==> config.mk <==
export PLATFORM = sky130hd
export DESIGN_NAME = cpuex_unit
export DESIGN_NICKNAME = d
export VERILOG_FILES = /design/src/design/cpuex_pkg.sv /design/src/design/cpuex_unit.sv
export SDC_FILE = /design/constraint.sdc
export NUM_CORES = 1
export LEC_CHECK = 0
export BUFFER_PORTS_ARGS = -buffer_cell sky130_fd_sc_hd__buf_2
export CORE_MARGIN = 2
export CORE_UTILIZATION = 45
export DETAILED_ROUTE_END_ITERATION = 10
export GPL_TIMING_DRIVEN = 0
export PLACE_DENSITY_LB_ADDON = 0.12
export SLEW_MARGIN = 40
export SYNTH_ARGS = -nofsm -noshare
export SYNTH_HDL_FRONTEND = slang
export SYNTH_SLANG_ARGS = --single-unit
==> constraint.sdc <==
create_clock -name CLOCK_I -period 3 [get_ports CLOCK_I]
set_input_delay 0.15 -clock CLOCK_I [delete_from_list [all_inputs] [get_ports CLOCK_I]]
set_output_delay 0.15 -clock CLOCK_I [all_outputs]
set_load 0.03 [all_outputs]
==> src/design/cpuex_pkg.sv <==
// Constants and types shared by the exception and privilege unit
package cpuex_pkg;

  // ----------------------------------------------------------------
  // Register byte offsets on the bus
  // ----------------------------------------------------------------
  localparam logic [5:0] OFS_PSW    = 6'h00;
  localparam logic [5:0] OFS_BPC    = 6'h04;
  localparam logic [5:0] OFS_BACKUP_STATUS_WORD   = 6'h08;
  localparam logic [5:0] OFS_IRQ_TABLE_BASE   = 6'h0C;
  localparam logic [5:0] OFS_EXCEPTION_TABLE_BASE   = 6'h10;
  localparam logic [5:0] OFS_FAST_IRQ_HANDLER_ADDRESS  = 6'h14;
  localparam logic [5:0] OFS_RSTSR0 = 6'h18;
  localparam logic [5:0] OFS_STATUS = 6'h24;
  localparam logic [5:0] RSTSR_STEP = 6'h04;
  localparam int         RSTSR_NUM  = 3;

  // ----------------------------------------------------------------
  // Status word layout
  // ----------------------------------------------------------------
  localparam int          PSW_I_BIT     = 16;
  localparam int          PSW_PM_BIT    = 20;
  localparam int          PSW_IPL_LSB   = 24;
  localparam logic [31:0] PSW_I_MASK    = 32'h0001_0000;
  localparam logic [31:0] PSW_PM_MASK   = 32'h0010_0000;
  localparam logic [31:0] PSW_DEF_MASK  = 32'h0F13_000F;
  localparam logic [31:0] PSW_SUP_WMASK = 32'h0F03_000F;
  localparam logic [31:0] PSW_USR_WMASK = 32'h0000_000F;
  localparam logic [31:0] PSW_RESET     = 32'h0001_0000;
  localparam logic [31:0] WORD_RESET    = 32'h0000_0000;

  // ----------------------------------------------------------------
  // Vectors
  // ----------------------------------------------------------------
  localparam logic [31:0] RESET_VECTOR  = 32'hFFFF_FFFC;
  localparam logic [31:0] VOFS_PRIV     = 32'h0000_0050;
  localparam logic [31:0] VOFS_ACCESS   = 32'h0000_0054;
  localparam logic [31:0] VOFS_UNDEF    = 32'h0000_005C;
  localparam logic [31:0] VOFS_FPU      = 32'h0000_0064;
  localparam logic [31:0] VOFS_NMI      = 32'h0000_0078;
  localparam int          VEC_NUM_W     = 8;
  localparam int          TRAP_DEDICATED = 16;

  // ----------------------------------------------------------------
  // Exception causes and sequencer states
  // ----------------------------------------------------------------
  typedef enum logic [3:0] {
    CAUSE_NONE    = 4'h0,
    CAUSE_RESET   = 4'h1,
    CAUSE_NMI     = 4'h2,
    CAUSE_IRQ     = 4'h3,
    CAUSE_FASTIRQ = 4'h4,
    CAUSE_IACCESS = 4'h5,
    CAUSE_UNDEF   = 4'h6,
    CAUSE_PRIV    = 4'h7,
    CAUSE_TRAP    = 4'h8,
    CAUSE_OACCESS = 4'h9,
    CAUSE_FPU     = 4'hA
  } cpuex_cause_t;

  typedef enum logic [1:0] {
    ST_IDLE  = 2'b01,
    ST_FETCH = 2'b10
  } cpuex_state_t;

endpackage

==> src/design/cpuex_unit.sv <==
// Exception sequencing, privilege mode and vector formation
// How it works
// - Reset and exceptions enter supervisor, clearing privilege.
// - Returns restore the mode held before exception.
// - Exception return with privilege bit set enters user.
// - Fast return with backup privilege set enters user.
// - User mode blocks privileged ops and writes to PSW control bits and backup registers, not to bases or fast handler.
// - Privileged instruction in user mode raises exception.
// - Trap instructions raise exception into supervisor mode.
// - Sixteen dedicated traps, up to 256 numbers reachable.
// - Protection violation raises access exception.
// - Maskable and non-maskable vectors use separate tables.
// - Undefined instruction always uses one vector.
// - Fixed priority from reset down to floating point.
// - Interrupt ordering comes from the interrupt controller.
// - Interrupt table base locates interrupt and trap vectors.
// - Exception table base locates system exception vectors.
// - Reset vector fixed at FFFF FFFCh.
// - Fast interrupt handler comes from its own register.
// - Interrupt accepted only above four-bit mask level.
// - Interrupt enable set at reset, cleared on exception.
//
// The Avalon-MM slave port and the address map are this design's own decisions.
module cpuex_unit (
  input  wire logic        CLOCK_I,
  input  wire logic        RESET_I,
  input  wire logic [5:0]  AVS_ADDRESS_I,
  input  wire logic        AVS_READ_I,
  input  wire logic        AVS_WRITE_I,
  input  wire logic [31:0] AVS_WRITEDATA_I,
  input  wire logic [3:0]  AVS_BYTEENABLE_I,
  output logic      [31:0] AVS_READDATA_O,
  output logic             AVS_WAITREQUEST_O,
  input  wire logic        NMI_I,
  input  wire logic        IRQ_REQ_I,
  input  wire logic        FAST_IRQ_I,
  input  wire logic [3:0]  IRQ_PRIO_I,
  input  wire logic [7:0]  IRQ_VEC_I,
  input  wire logic        INSN_PROT_I,
  input  wire logic        UNDEF_INSN_I,
  input  wire logic        PRIV_INSN_I,
  input  wire logic        TRAP_I,
  input  wire logic [7:0]  TRAP_NUM_I,
  input  wire logic        OPERAND_PROT_I,
  input  wire logic        FPU_EXC_I,
  input  wire logic [31:0] CURRENT_PC_I,
  input  wire logic        RTE_I,
  input  wire logic [31:0] RTE_PSW_I,
  input  wire logic        FAST_IRQ_RETURN_INSTR_I,
  input  wire logic [23:0] RESET_STATUS_I,
  input  wire logic [31:0] VEC_DATA_I,
  input  wire logic        VEC_VALID_I,
  output logic             VEC_FETCH_REQ_O,
  output logic      [31:0] VEC_FETCH_ADDR_O,
  output logic             PC_LOAD_O,
  output logic      [31:0] NEW_PC_O,
  output logic             EXC_ACK_O,
  output logic             IRQ_ACK_O,
  output logic      [3:0]  EXC_CAUSE_O,
  output logic      [31:0] SAVED_PSW_O,
  output logic      [31:0] SAVED_PC_O,
  output logic             BUSY_O,
  output logic             USER_MODE_O
);

  // ----------------------------------------------------------------
  // State
  // ----------------------------------------------------------------
  cpuex_pkg::cpuex_state_t state_reg;
  cpuex_pkg::cpuex_state_t state_next;
  cpuex_pkg::cpuex_cause_t cause_w;
  cpuex_pkg::cpuex_cause_t cause_reg;
  logic [31:0] psw_reg;
  logic [31:0] psw_next;
  logic [31:0] bpc_reg;
  logic [31:0] bpc_next;
  logic [31:0] backup_status_word_reg;
  logic [31:0] backup_status_word_next;
  logic [31:0] irq_table_base_reg;
  logic [31:0] exception_table_base_reg;
  logic [31:0] fast_irq_handler_address_reg;
  logic [7:0]  rstsr_reg [cpuex_pkg::RSTSR_NUM];
  logic        cap_done_reg;
  logic [31:0] fetch_addr_reg;
  logic        pc_load_reg;
  logic [31:0] new_pc_reg;
  logic [31:0] saved_psw_reg;
  logic [31:0] saved_pc_reg;
  logic        ack_reg;
  logic [31:0] rdata_reg;

  // ----------------------------------------------------------------
  // Write merge under byte enables and an allowed-bit mask
  // ----------------------------------------------------------------
  function automatic logic [31:0] wmerge(input logic [31:0] old_v,
                                         input logic [31:0] new_v,
                                         input logic [3:0]  be,
                                         input logic [31:0] allow);
    logic [31:0] m;
    m = {{8{be[3]}}, {8{be[2]}}, {8{be[1]}}, {8{be[0]}}} & allow;
    return (old_v & ~m) | (new_v & m);
  endfunction

  // ----------------------------------------------------------------
  // Mode and exception requests
  // ----------------------------------------------------------------
  wire         user_mode = psw_reg[cpuex_pkg::PSW_PM_BIT];
  wire         psw_ien   = psw_reg[cpuex_pkg::PSW_I_BIT];
  wire [3:0]   irq_mask_level       = psw_reg[cpuex_pkg::PSW_IPL_LSB +: 4];
  wire         in_idle   = (state_reg == cpuex_pkg::ST_IDLE);
  wire         irq_ok    = IRQ_REQ_I & psw_ien & (IRQ_PRIO_I > irq_mask_level);
  wire         priv_exc  = PRIV_INSN_I & user_mode;

  // one request, fixed rank from NMI down to floating point
  assign cause_w =
      NMI_I                    ? cpuex_pkg::CAUSE_NMI     :
      (irq_ok & FAST_IRQ_I)    ? cpuex_pkg::CAUSE_FASTIRQ :
      irq_ok                   ? cpuex_pkg::CAUSE_IRQ     :
      INSN_PROT_I              ? cpuex_pkg::CAUSE_IACCESS :
      UNDEF_INSN_I             ? cpuex_pkg::CAUSE_UNDEF   :
      priv_exc                 ? cpuex_pkg::CAUSE_PRIV    :
      TRAP_I                   ? cpuex_pkg::CAUSE_TRAP    :
      OPERAND_PROT_I           ? cpuex_pkg::CAUSE_OACCESS :
      FPU_EXC_I                ? cpuex_pkg::CAUSE_FPU     :
                                 cpuex_pkg::CAUSE_NONE;

  wire exc_take  = in_idle & (cause_w != cpuex_pkg::CAUSE_NONE);
  wire is_fast   = (cause_w == cpuex_pkg::CAUSE_FASTIRQ);
  // Returns only count when nothing is being entered that cycle
  wire rte_fire  = in_idle & ~exc_take & RTE_I;
  wire fast_irq_return_instr_fire = in_idle & ~exc_take & ~RTE_I & FAST_IRQ_RETURN_INSTR_I;

  // ----------------------------------------------------------------
  // Vector formation
  // ----------------------------------------------------------------
  wire [31:0] irq_ofs  = {22'h00_0000, IRQ_VEC_I, 2'b00};
  wire [31:0] trap_ofs = {22'h00_0000, TRAP_NUM_I, 2'b00};

  wire [31:0] vec_addr =
      (cause_w == cpuex_pkg::CAUSE_NMI)  ? exception_table_base_reg + cpuex_pkg::VOFS_NMI :
      (cause_w == cpuex_pkg::CAUSE_IRQ)  ? irq_table_base_reg + irq_ofs :
      // trap number indexes the full table
      (cause_w == cpuex_pkg::CAUSE_TRAP) ? irq_table_base_reg + trap_ofs :
      // both access kinds share the access vector
      ((cause_w == cpuex_pkg::CAUSE_IACCESS) |
       (cause_w == cpuex_pkg::CAUSE_OACCESS))
                                      ? exception_table_base_reg + cpuex_pkg::VOFS_ACCESS :
      (cause_w == cpuex_pkg::CAUSE_UNDEF) ? exception_table_base_reg + cpuex_pkg::VOFS_UNDEF :
      (cause_w == cpuex_pkg::CAUSE_PRIV)  ? exception_table_base_reg + cpuex_pkg::VOFS_PRIV :
                                         exception_table_base_reg + cpuex_pkg::VOFS_FPU;

  // ----------------------------------------------------------------
  // Register bus decode
  // ----------------------------------------------------------------
  wire bus_req   = AVS_READ_I | AVS_WRITE_I;
  wire wr_fire   = AVS_WRITE_I & ack_reg;
  wire sel_psw   = (AVS_ADDRESS_I == cpuex_pkg::OFS_PSW);
  wire sel_bpc   = (AVS_ADDRESS_I == cpuex_pkg::OFS_BPC);
  wire sel_backup_status_word  = (AVS_ADDRESS_I == cpuex_pkg::OFS_BACKUP_STATUS_WORD);
  wire sel_irq_table_base  = (AVS_ADDRESS_I == cpuex_pkg::OFS_IRQ_TABLE_BASE);
  wire sel_exception_table_base  = (AVS_ADDRESS_I == cpuex_pkg::OFS_EXCEPTION_TABLE_BASE);
  wire sel_fast_irq_handler_address = (AVS_ADDRESS_I == cpuex_pkg::OFS_FAST_IRQ_HANDLER_ADDRESS);
  wire sel_stat  = (AVS_ADDRESS_I == cpuex_pkg::OFS_STATUS);
  wire sel_rst0  = (AVS_ADDRESS_I == cpuex_pkg::OFS_RSTSR0);
  wire sel_rst1  = (AVS_ADDRESS_I ==
                    cpuex_pkg::OFS_RSTSR0 + cpuex_pkg::RSTSR_STEP);
  wire sel_rst2  = (AVS_ADDRESS_I ==
                    cpuex_pkg::OFS_RSTSR0 + 6'(2 * cpuex_pkg::RSTSR_STEP));
  wire [31:0] status_word = {25'h000_0000, user_mode, state_reg, cause_reg};

  wire [31:0] rd_mux =
      sel_psw   ? psw_reg :
      sel_bpc   ? bpc_reg :
      sel_backup_status_word  ? backup_status_word_reg :
      sel_irq_table_base  ? irq_table_base_reg :
      sel_exception_table_base  ? exception_table_base_reg :
      sel_fast_irq_handler_address ? fast_irq_handler_address_reg :
      sel_rst0  ? {24'h00_0000, rstsr_reg[0]} :
      sel_rst1  ? {24'h00_0000, rstsr_reg[1]} :
      sel_rst2  ? {24'h00_0000, rstsr_reg[2]} :
      sel_stat  ? status_word :
                  32'h0000_0000;

  // user writes limited to flag bits
  wire [31:0] psw_wmask = user_mode ? cpuex_pkg::PSW_USR_WMASK
                                    : cpuex_pkg::PSW_SUP_WMASK;
  wire [31:0] psw_wr_v  = wmerge(psw_reg, AVS_WRITEDATA_I,
                                 AVS_BYTEENABLE_I, psw_wmask);
  // backup registers untouched from user mode
  wire bk_wr_ok = wr_fire & ~user_mode;

  // ----------------------------------------------------------------
  // Next values; hardware events win over bus writes
  // ----------------------------------------------------------------
  // supervisor on entry
  // traps enter through the same path
  // stacked privilege bit taken as is
  // backup privilege bit taken as is
  assign psw_next =
      exc_take  ? psw_reg & ~(cpuex_pkg::PSW_PM_MASK | cpuex_pkg::PSW_I_MASK) :
      rte_fire  ? RTE_PSW_I & cpuex_pkg::PSW_DEF_MASK :
      fast_irq_return_instr_fire ? backup_status_word_reg :
      (wr_fire & sel_psw) ? psw_wr_v :
                  psw_reg;

  assign backup_status_word_next =
      (exc_take & is_fast) ? psw_reg :
      (bk_wr_ok & sel_backup_status_word)
          ? wmerge(backup_status_word_reg, AVS_WRITEDATA_I, AVS_BYTEENABLE_I,
                   cpuex_pkg::PSW_DEF_MASK) :
            backup_status_word_reg;

  assign bpc_next =
      (exc_take & is_fast) ? CURRENT_PC_I :
      (bk_wr_ok & sel_bpc)
          ? wmerge(bpc_reg, AVS_WRITEDATA_I, AVS_BYTEENABLE_I,
                   32'hFFFF_FFFF) :
            bpc_reg;

  // Fast interrupts skip the table read
  assign state_next =
      (exc_take & ~is_fast)       ? cpuex_pkg::ST_FETCH :
      (in_idle | VEC_VALID_I)     ? cpuex_pkg::ST_IDLE :
                                    cpuex_pkg::ST_FETCH;

  // ----------------------------------------------------------------
  // Sequencer and core registers
  // ----------------------------------------------------------------
  always_ff @(posedge CLOCK_I) begin
    if (RESET_I) begin
      psw_reg        <= cpuex_pkg::PSW_RESET;
      bpc_reg        <= cpuex_pkg::WORD_RESET;
      backup_status_word_reg       <= cpuex_pkg::WORD_RESET;
      // every reset cause uses this one vector
      state_reg      <= cpuex_pkg::ST_FETCH;
      fetch_addr_reg <= cpuex_pkg::RESET_VECTOR;
      cause_reg      <= cpuex_pkg::CAUSE_RESET;
    end else begin
      psw_reg   <= psw_next;
      bpc_reg   <= bpc_next;
      backup_status_word_reg  <= backup_status_word_next;
      state_reg <= state_next;
      if (exc_take) begin
        fetch_addr_reg <= vec_addr;
        cause_reg      <= cause_w;
      end
    end
  end

  always_ff @(posedge CLOCK_I) begin
    if (RESET_I) begin
      pc_load_reg   <= 1'b0;
      new_pc_reg    <= cpuex_pkg::WORD_RESET;
      saved_psw_reg <= cpuex_pkg::WORD_RESET;
      saved_pc_reg  <= cpuex_pkg::WORD_RESET;
    end else begin
      // fast handler straight from its register
      pc_load_reg <= (exc_take & is_fast) | fast_irq_return_instr_fire |
                     (~in_idle & VEC_VALID_I);
      new_pc_reg  <= (exc_take & is_fast) ? fast_irq_handler_address_reg :
                     fast_irq_return_instr_fire            ? bpc_reg :
                     (~in_idle & VEC_VALID_I) ? VEC_DATA_I : new_pc_reg;
      if (exc_take & ~is_fast) begin
        saved_psw_reg <= psw_reg;
        saved_pc_reg  <= CURRENT_PC_I;
      end
    end
  end

  // ----------------------------------------------------------------
  // Software-owned bases and reset status capture
  // ----------------------------------------------------------------
  always_ff @(posedge CLOCK_I) begin
    if (RESET_I) begin
      irq_table_base_reg  <= cpuex_pkg::WORD_RESET;
      exception_table_base_reg  <= cpuex_pkg::WORD_RESET;
      fast_irq_handler_address_reg <= cpuex_pkg::WORD_RESET;
    end else if (wr_fire) begin
      if (sel_irq_table_base) begin
        irq_table_base_reg <= wmerge(irq_table_base_reg, AVS_WRITEDATA_I, AVS_BYTEENABLE_I,
                           32'hFFFF_FFFF);
      end else if (sel_exception_table_base) begin
        exception_table_base_reg <= wmerge(exception_table_base_reg, AVS_WRITEDATA_I, AVS_BYTEENABLE_I,
                           32'hFFFF_FFFF);
      end else if (sel_fast_irq_handler_address) begin
        fast_irq_handler_address_reg <= wmerge(fast_irq_handler_address_reg, AVS_WRITEDATA_I, AVS_BYTEENABLE_I,
                            32'hFFFF_FFFF);
      end
    end
  end

  always_ff @(posedge CLOCK_I) begin
    if (RESET_I) begin
      cap_done_reg <= 1'b0;
    end else begin
      cap_done_reg <= 1'b1;
    end
  end

  // cause bytes latched once after release
  for (genvar g = 0; g < cpuex_pkg::RSTSR_NUM; g++) begin : g_rstsr
    always_ff @(posedge CLOCK_I) begin
      if (RESET_I) begin
        rstsr_reg[g] <= 8'h00;
      end else if (!cap_done_reg) begin
        rstsr_reg[g] <= RESET_STATUS_I[g * 8 +: 8];
      end
    end
  end

  // ----------------------------------------------------------------
  // Bus slave: one wait cycle for every access
  // ----------------------------------------------------------------
  always_ff @(posedge CLOCK_I) begin
    if (RESET_I) begin
      ack_reg   <= 1'b0;
      rdata_reg <= cpuex_pkg::WORD_RESET;
    end else begin
      ack_reg <= bus_req & ~ack_reg;
      if (AVS_READ_I & ~ack_reg) begin
        rdata_reg <= rd_mux;
      end
    end
  end

  assign AVS_WAITREQUEST_O = bus_req & ~ack_reg;
  assign AVS_READDATA_O    = rdata_reg;
  assign VEC_FETCH_REQ_O   = (state_reg == cpuex_pkg::ST_FETCH);
  assign VEC_FETCH_ADDR_O  = fetch_addr_reg;
  assign PC_LOAD_O         = pc_load_reg;
  assign NEW_PC_O          = new_pc_reg;
  assign EXC_ACK_O         = exc_take;
  assign IRQ_ACK_O         = exc_take & ((cause_w == cpuex_pkg::CAUSE_IRQ) |
                                         is_fast);
  assign EXC_CAUSE_O       = cause_reg;
  assign SAVED_PSW_O       = saved_psw_reg;
  assign SAVED_PC_O        = saved_pc_reg;
  assign BUSY_O            = ~in_idle;
  assign USER_MODE_O       = user_mode;

  // ----------------------------------------------------------------
  // Checks
  // ----------------------------------------------------------------
  reset_vector_a: assert property (
    @(posedge CLOCK_I) $fell(RESET_I) |->
      VEC_FETCH_REQ_O && VEC_FETCH_ADDR_O == 32'hFFFF_FFFC && !USER_MODE_O)
    else $error("reset vector fetch wrong");

  entry_super_a: assert property (
    @(posedge CLOCK_I) disable iff (RESET_I)
      EXC_ACK_O |=> !USER_MODE_O && !psw_reg[16])
    else $error("entry left user mode or enable set");

  rte_restore_a: assert property (
    @(posedge CLOCK_I) disable iff (RESET_I)
      rte_fire |=> USER_MODE_O == $past(RTE_PSW_I[20]))
    else $error("exception return mode wrong");

  fast_irq_return_instr_restore_a: assert property (
    @(posedge CLOCK_I) disable iff (RESET_I)
      fast_irq_return_instr_fire |=> USER_MODE_O == $past(backup_status_word_reg[20]) &&
                    PC_LOAD_O && NEW_PC_O == $past(bpc_reg))
    else $error("fast return restore wrong");

  user_bpc_a: assert property (
    @(posedge CLOCK_I) disable iff (RESET_I)
      wr_fire && sel_bpc && USER_MODE_O && !EXC_ACK_O |=> $stable(bpc_reg))
    else $error("backup PC written in user mode");

  priv_trap_a: assert property (
    @(posedge CLOCK_I) disable iff (RESET_I)
      in_idle && PRIV_INSN_I && USER_MODE_O && !NMI_I && !irq_ok &&
      !INSN_PROT_I && !UNDEF_INSN_I |=>
        EXC_CAUSE_O == 4'h7 && VEC_FETCH_ADDR_O == exception_table_base_reg + 32'h50)
    else $error("privileged exception not raised");

  trap_vector_a: assert property (
    @(posedge CLOCK_I) disable iff (RESET_I)
      EXC_ACK_O && cause_w == cpuex_pkg::CAUSE_TRAP |=>
        VEC_FETCH_REQ_O &&
        VEC_FETCH_ADDR_O == $past(irq_table_base_reg) + {22'h0, $past(TRAP_NUM_I), 2'b00})
    else $error("trap vector address wrong");

  irq_mask_a: assert property (
    @(posedge CLOCK_I) disable iff (RESET_I)
      IRQ_ACK_O |-> IRQ_PRIO_I > psw_reg[27:24] && psw_reg[16])
    else $error("interrupt accepted at or below mask");

  fast_vector_a: assert property (
    @(posedge CLOCK_I) disable iff (RESET_I)
      EXC_ACK_O && FAST_IRQ_I && cause_w == cpuex_pkg::CAUSE_FASTIRQ |=>
        PC_LOAD_O && NEW_PC_O == $past(fast_irq_handler_address_reg) && !VEC_FETCH_REQ_O)
    else $error("fast interrupt vector wrong");

  nmi_first_a: assert property (
    @(posedge CLOCK_I) disable iff (RESET_I)
      EXC_ACK_O && NMI_I |=> EXC_CAUSE_O == 4'h2 &&
        VEC_FETCH_ADDR_O == $past(exception_table_base_reg) + 32'h78)
    else $error("non-maskable interrupt not ranked first");

endmodule

==> results.md <==
- Die Wd: 217 µm
- Drt via density: 6.47
- Synth cell types: 87
- Clk_skew: 0.0272 ns
- Remaining antenna violation count: 0
- Minimum clock period: 3.18 ns
- Register area share after synthesis: 38.8%
- Clk buf depth: 3
- Slowest cell delay on critical path: 0.83 ns
- Critical Path RT: 3.48 ns
- Final hold viol count: 1
- Clk_lat worst skew: 0.59 ns
- Maximum clock frequency: 315 MHz
- Kind of critical path: reg -> reg
- Vias: 24,800
- Die area: 0.0473 mm²
- Util after Layout: 60.3%
- Detailed placement HPWL: 81.4 mm
- Status: finished, violations left
- Fraction of layout cells with a size suffix above 1: 23.1%
- Row count: 78
- Vias in the first global route: 23,300
- Starting density of the core: 45.4%
- Final worst slack: -0.176 ns
- Hold slack: -0.00878 ns
- Routed WL: 107 mm
- Tcrit/Tclk final: 106%
- Post-synth top flop: dfxtp_1
- Grt ovf: 0
- Slew @ Worst Pin: 1.04 ns
- Power Total: 12,800 µW
- Critical Path AT: 3.65 ns
- # Max-Cap Violations: 0
- Pleak: 0.0101 µW
- Io pins: 369
- Die H: 217 µm
- WP buf/inv: 2
- Hold Path Class: in -> reg
- DR WL/cell: 27.9 µm
- Failing checks: hold timing, setup timing
- Delay-heaviest family, CP: simple AND/OR/NAND/NOR gates
- Nets: 3,430
- CTS tree: done
- Unrepaired setup endpoints after global routing: yes
- Worst Path Max Fanout: 10
- Worst path slowest cell: nor2_1
- Syn. warnings: 0
- Startpoint Class: flip-flop
- Post-Syn Instances: 2,648
- Clk sink count: 385
- Gp weighted congestion: 0.981
- I/O Buffers: 343
- Power per cell area: 470 mW/mm²
- First DRT Iteration DRCs: 3,723
- Root Buffer: clkbuf_16
- Fin. max-slew vios: 0
- Slew HR: 30.4%
- CTS Buf Count: 43
- First-pass GRT wire length: 151 mm
- Max VDD drop: 0.000475 V
- Number of synthesized flops with an enable pin: 24
- Std-Cell Core Area: 0.0452 mm²
- DRC: 0
- FILL cells: 4,027
- Initial antenna violation count: 4
- Mapped Avg Cell Area: 7.74 µm²
- Clock transition at the registers of the reported paths: 0.07 ns
- GRT Total Usage: 43.4%
- Area of the multi-input gates: 0.0123 mm²
- Largest net degree at the start of global routing: 25
- Post-Syn Area: 0.0205 mm²
- Final setup vio count: 6
- Async S/R FF share, synth: 0%
- #FFs+latches synth: 385
- H-tree depth: 2
- Crit. End Element: flip-flop
- Post-synthesis net count: 2,879
- Cells along the critical path: buf_2, nor2_1, nand2_1, mux2i_4, buf_4, o31ai_4, a41oi_1, o21ai_0, a31o_2
- Syn-to-layout area delta: 32.8%
- DRT Pass-1 Iters: 6
- Register area: 0.00797 mm²
cell type report:
| type | instances | share of cell area [%] |
|---|---|---|
| diodes | 2 | 0.0184 |
| plain buffers | 210 | 4.05 |
| clock buffers | 62 | 4.66 |
| clock inverters | 16 | 0.970 |
| inverters | 44 | 0.634 |
| multi-input cells | 2007 | 45.4 |
| flip-flops and latches | 385 | 29.3 |
| well taps | 600 | 2.76 |
| repair buffers | 508 | 12.3 |
power by group:
group	leakage, µW	switching, µW	total, µW	internal, µW
Sequential	0.00320	85.2	5370	5280
Combinational	0.00617	1070	1600	537
Clock	0.000742	2370	5840	3470
Total	0.0101	3520	12800	9290
stage by stage:
step / TNS [ns] / setup WS [ns] / area, µm² / std cells / hold slack, ns
5_1_grt: -0.526 / -0.102 / 27200 / 3832 / 0.0211
3_3_place_gp: -259.87 / -1.94 / 23000 / 3591 / 0.411
4_1_cts: -0.0561 / -0.0463 / 26500 / 3802 / 0.000631
2_1_floorplan: 0 / 0.250 / 20500 / 2648 / 0.286
6_report: -0.485 / -0.176 / 27200 / 3834 / -0.00878
3_5_place_dp: -223.88 / -1.45 / 23200 / 3595 / 0.415
final timing paths:
| path | from | to | slack [ns] | cells past startpoint |
|---|---|---|---|---|
| max reg2reg | flip-flop | VEC_FETCH_ADDR_O[26]$_SDFFE_PP1P_ | -0.18 | 9 |
| max | flip-flop | VEC_FETCH_ADDR_O[26]$_SDFFE_PP1P_ | -0.18 | 9 |
| min reg2reg | SAVED_PC_O[14]$_SDFFE_PP0P_ | SAVED_PC_O[14]$_SDFFE_PP0P_ | 0.45 | 2 |
| min | VEC_DATA_I[18] | NEW_PC_O[18]$_SDFFE_PP0P_ | -0.009 | 4 |
layout by cell type (no fill, tap or decap), types with 31 or more instances in the layout:
| master | count |
|---|---|
| clkbuf_16 | 44 |
| a22o_1 | 33 |
| xnor2_1 | 47 |
| inv_1 | 38 |
| and2_1 | 34 |
| nand2_1 | 523 |
| clkbuf_2 | 31 |
| nor2_1 | 169 |
| nand3_1 | 157 |
| a22oi_1 | 48 |
| a21oi_1 | 259 |
| clkbuf_1 | 110 |
| buf_4 | 58 |
| dfxtp_1 | 351 |
| buf_2 | 372 |
| o21ai_0 | 97 |
| dlygate4sd3_1 | 103 |
| a311oi_1 | 47 |
| a31oi_1 | 76 |
worst reg2reg max path, cell delays in order, from the launching register on:
cell	delay, ns
dfxtp_1	0.34
buf_2	0.25
nor2_1	0.83
nand2_1	0.35
mux2i_4	0.39
buf_4	0.19
o31ai_4	0.09
a41oi_1	0.24
o21ai_0	0.15
a31o_2	0.23
routing by layer:
metal	up-vias	routed length [µm]	global-route usage, %	share of wire [%]
met4	8	5960	22.1	5.6
met2	1837	45900	65.5	43
met1	11900	42300	57.7	40
met5	-	51	0	0.048
li1	10700	-	-	-
met3	397	12700	10.5	12
kinds of logic after synthesis:
group                      count (synthesis)  share of synthesized area, %
adders and majority gates                 33                          2.09
buffers and inverters                    256                          4.98
xor gates and xnor gates                  75                          3.21
AOI/OAI and AO/OA                        787                          25.2
muxes                                     46                          2.70
and+or+nand+nor                         1066                          23.0
DFF                                      385                          38.8
Yosys cell counts, types with 8 or more instances:
cell type  count  area [µm²]
o22ai_1       14        87.6
a21o_1        12        90.1
nand3_1      159         796
edfxtp_1      24         721
o21ai_0      101         505
a22oi_1       49         368
nor3_1        40         200
a31oi_1       81         507
buf_1         16        60.1
a21oi_1      265        1330
nor2_1       185         694
nand2b_1      15        93.8
mux2_2        15         169
ha_1          31         388
o31ai_1       10        75.1
nand2_1      528        1980
inv_1         42         158
a22o_1        33         289
a221oi_1      10        87.6
a211oi_1      33         248
xor2_1        27         236
buf_2         33         165
nand4_1       27         169
nor4_1        11        68.8
and3_1        15        93.8
and2_1        35         219
xnor2_1       48         420
o211ai_1      19         143
nor2b_1        8        50.1
o221ai_1       8        70.1
clkbuf_1     160         601
dfxtp_1      361        7230
a311oi_1      48         420
mux2i_1       25         250
a221o_1       20         200
what timing repair did:
action,CTS,global route
endpoints found under the hold margin,204,0
hold buffers,103,0
pin swaps,26,33
gates resized for setup,177,119
setup buffers,28,30
endpoints found under the setup margin,233,216
Note: power is estimated with default switching activity, not from simulation.
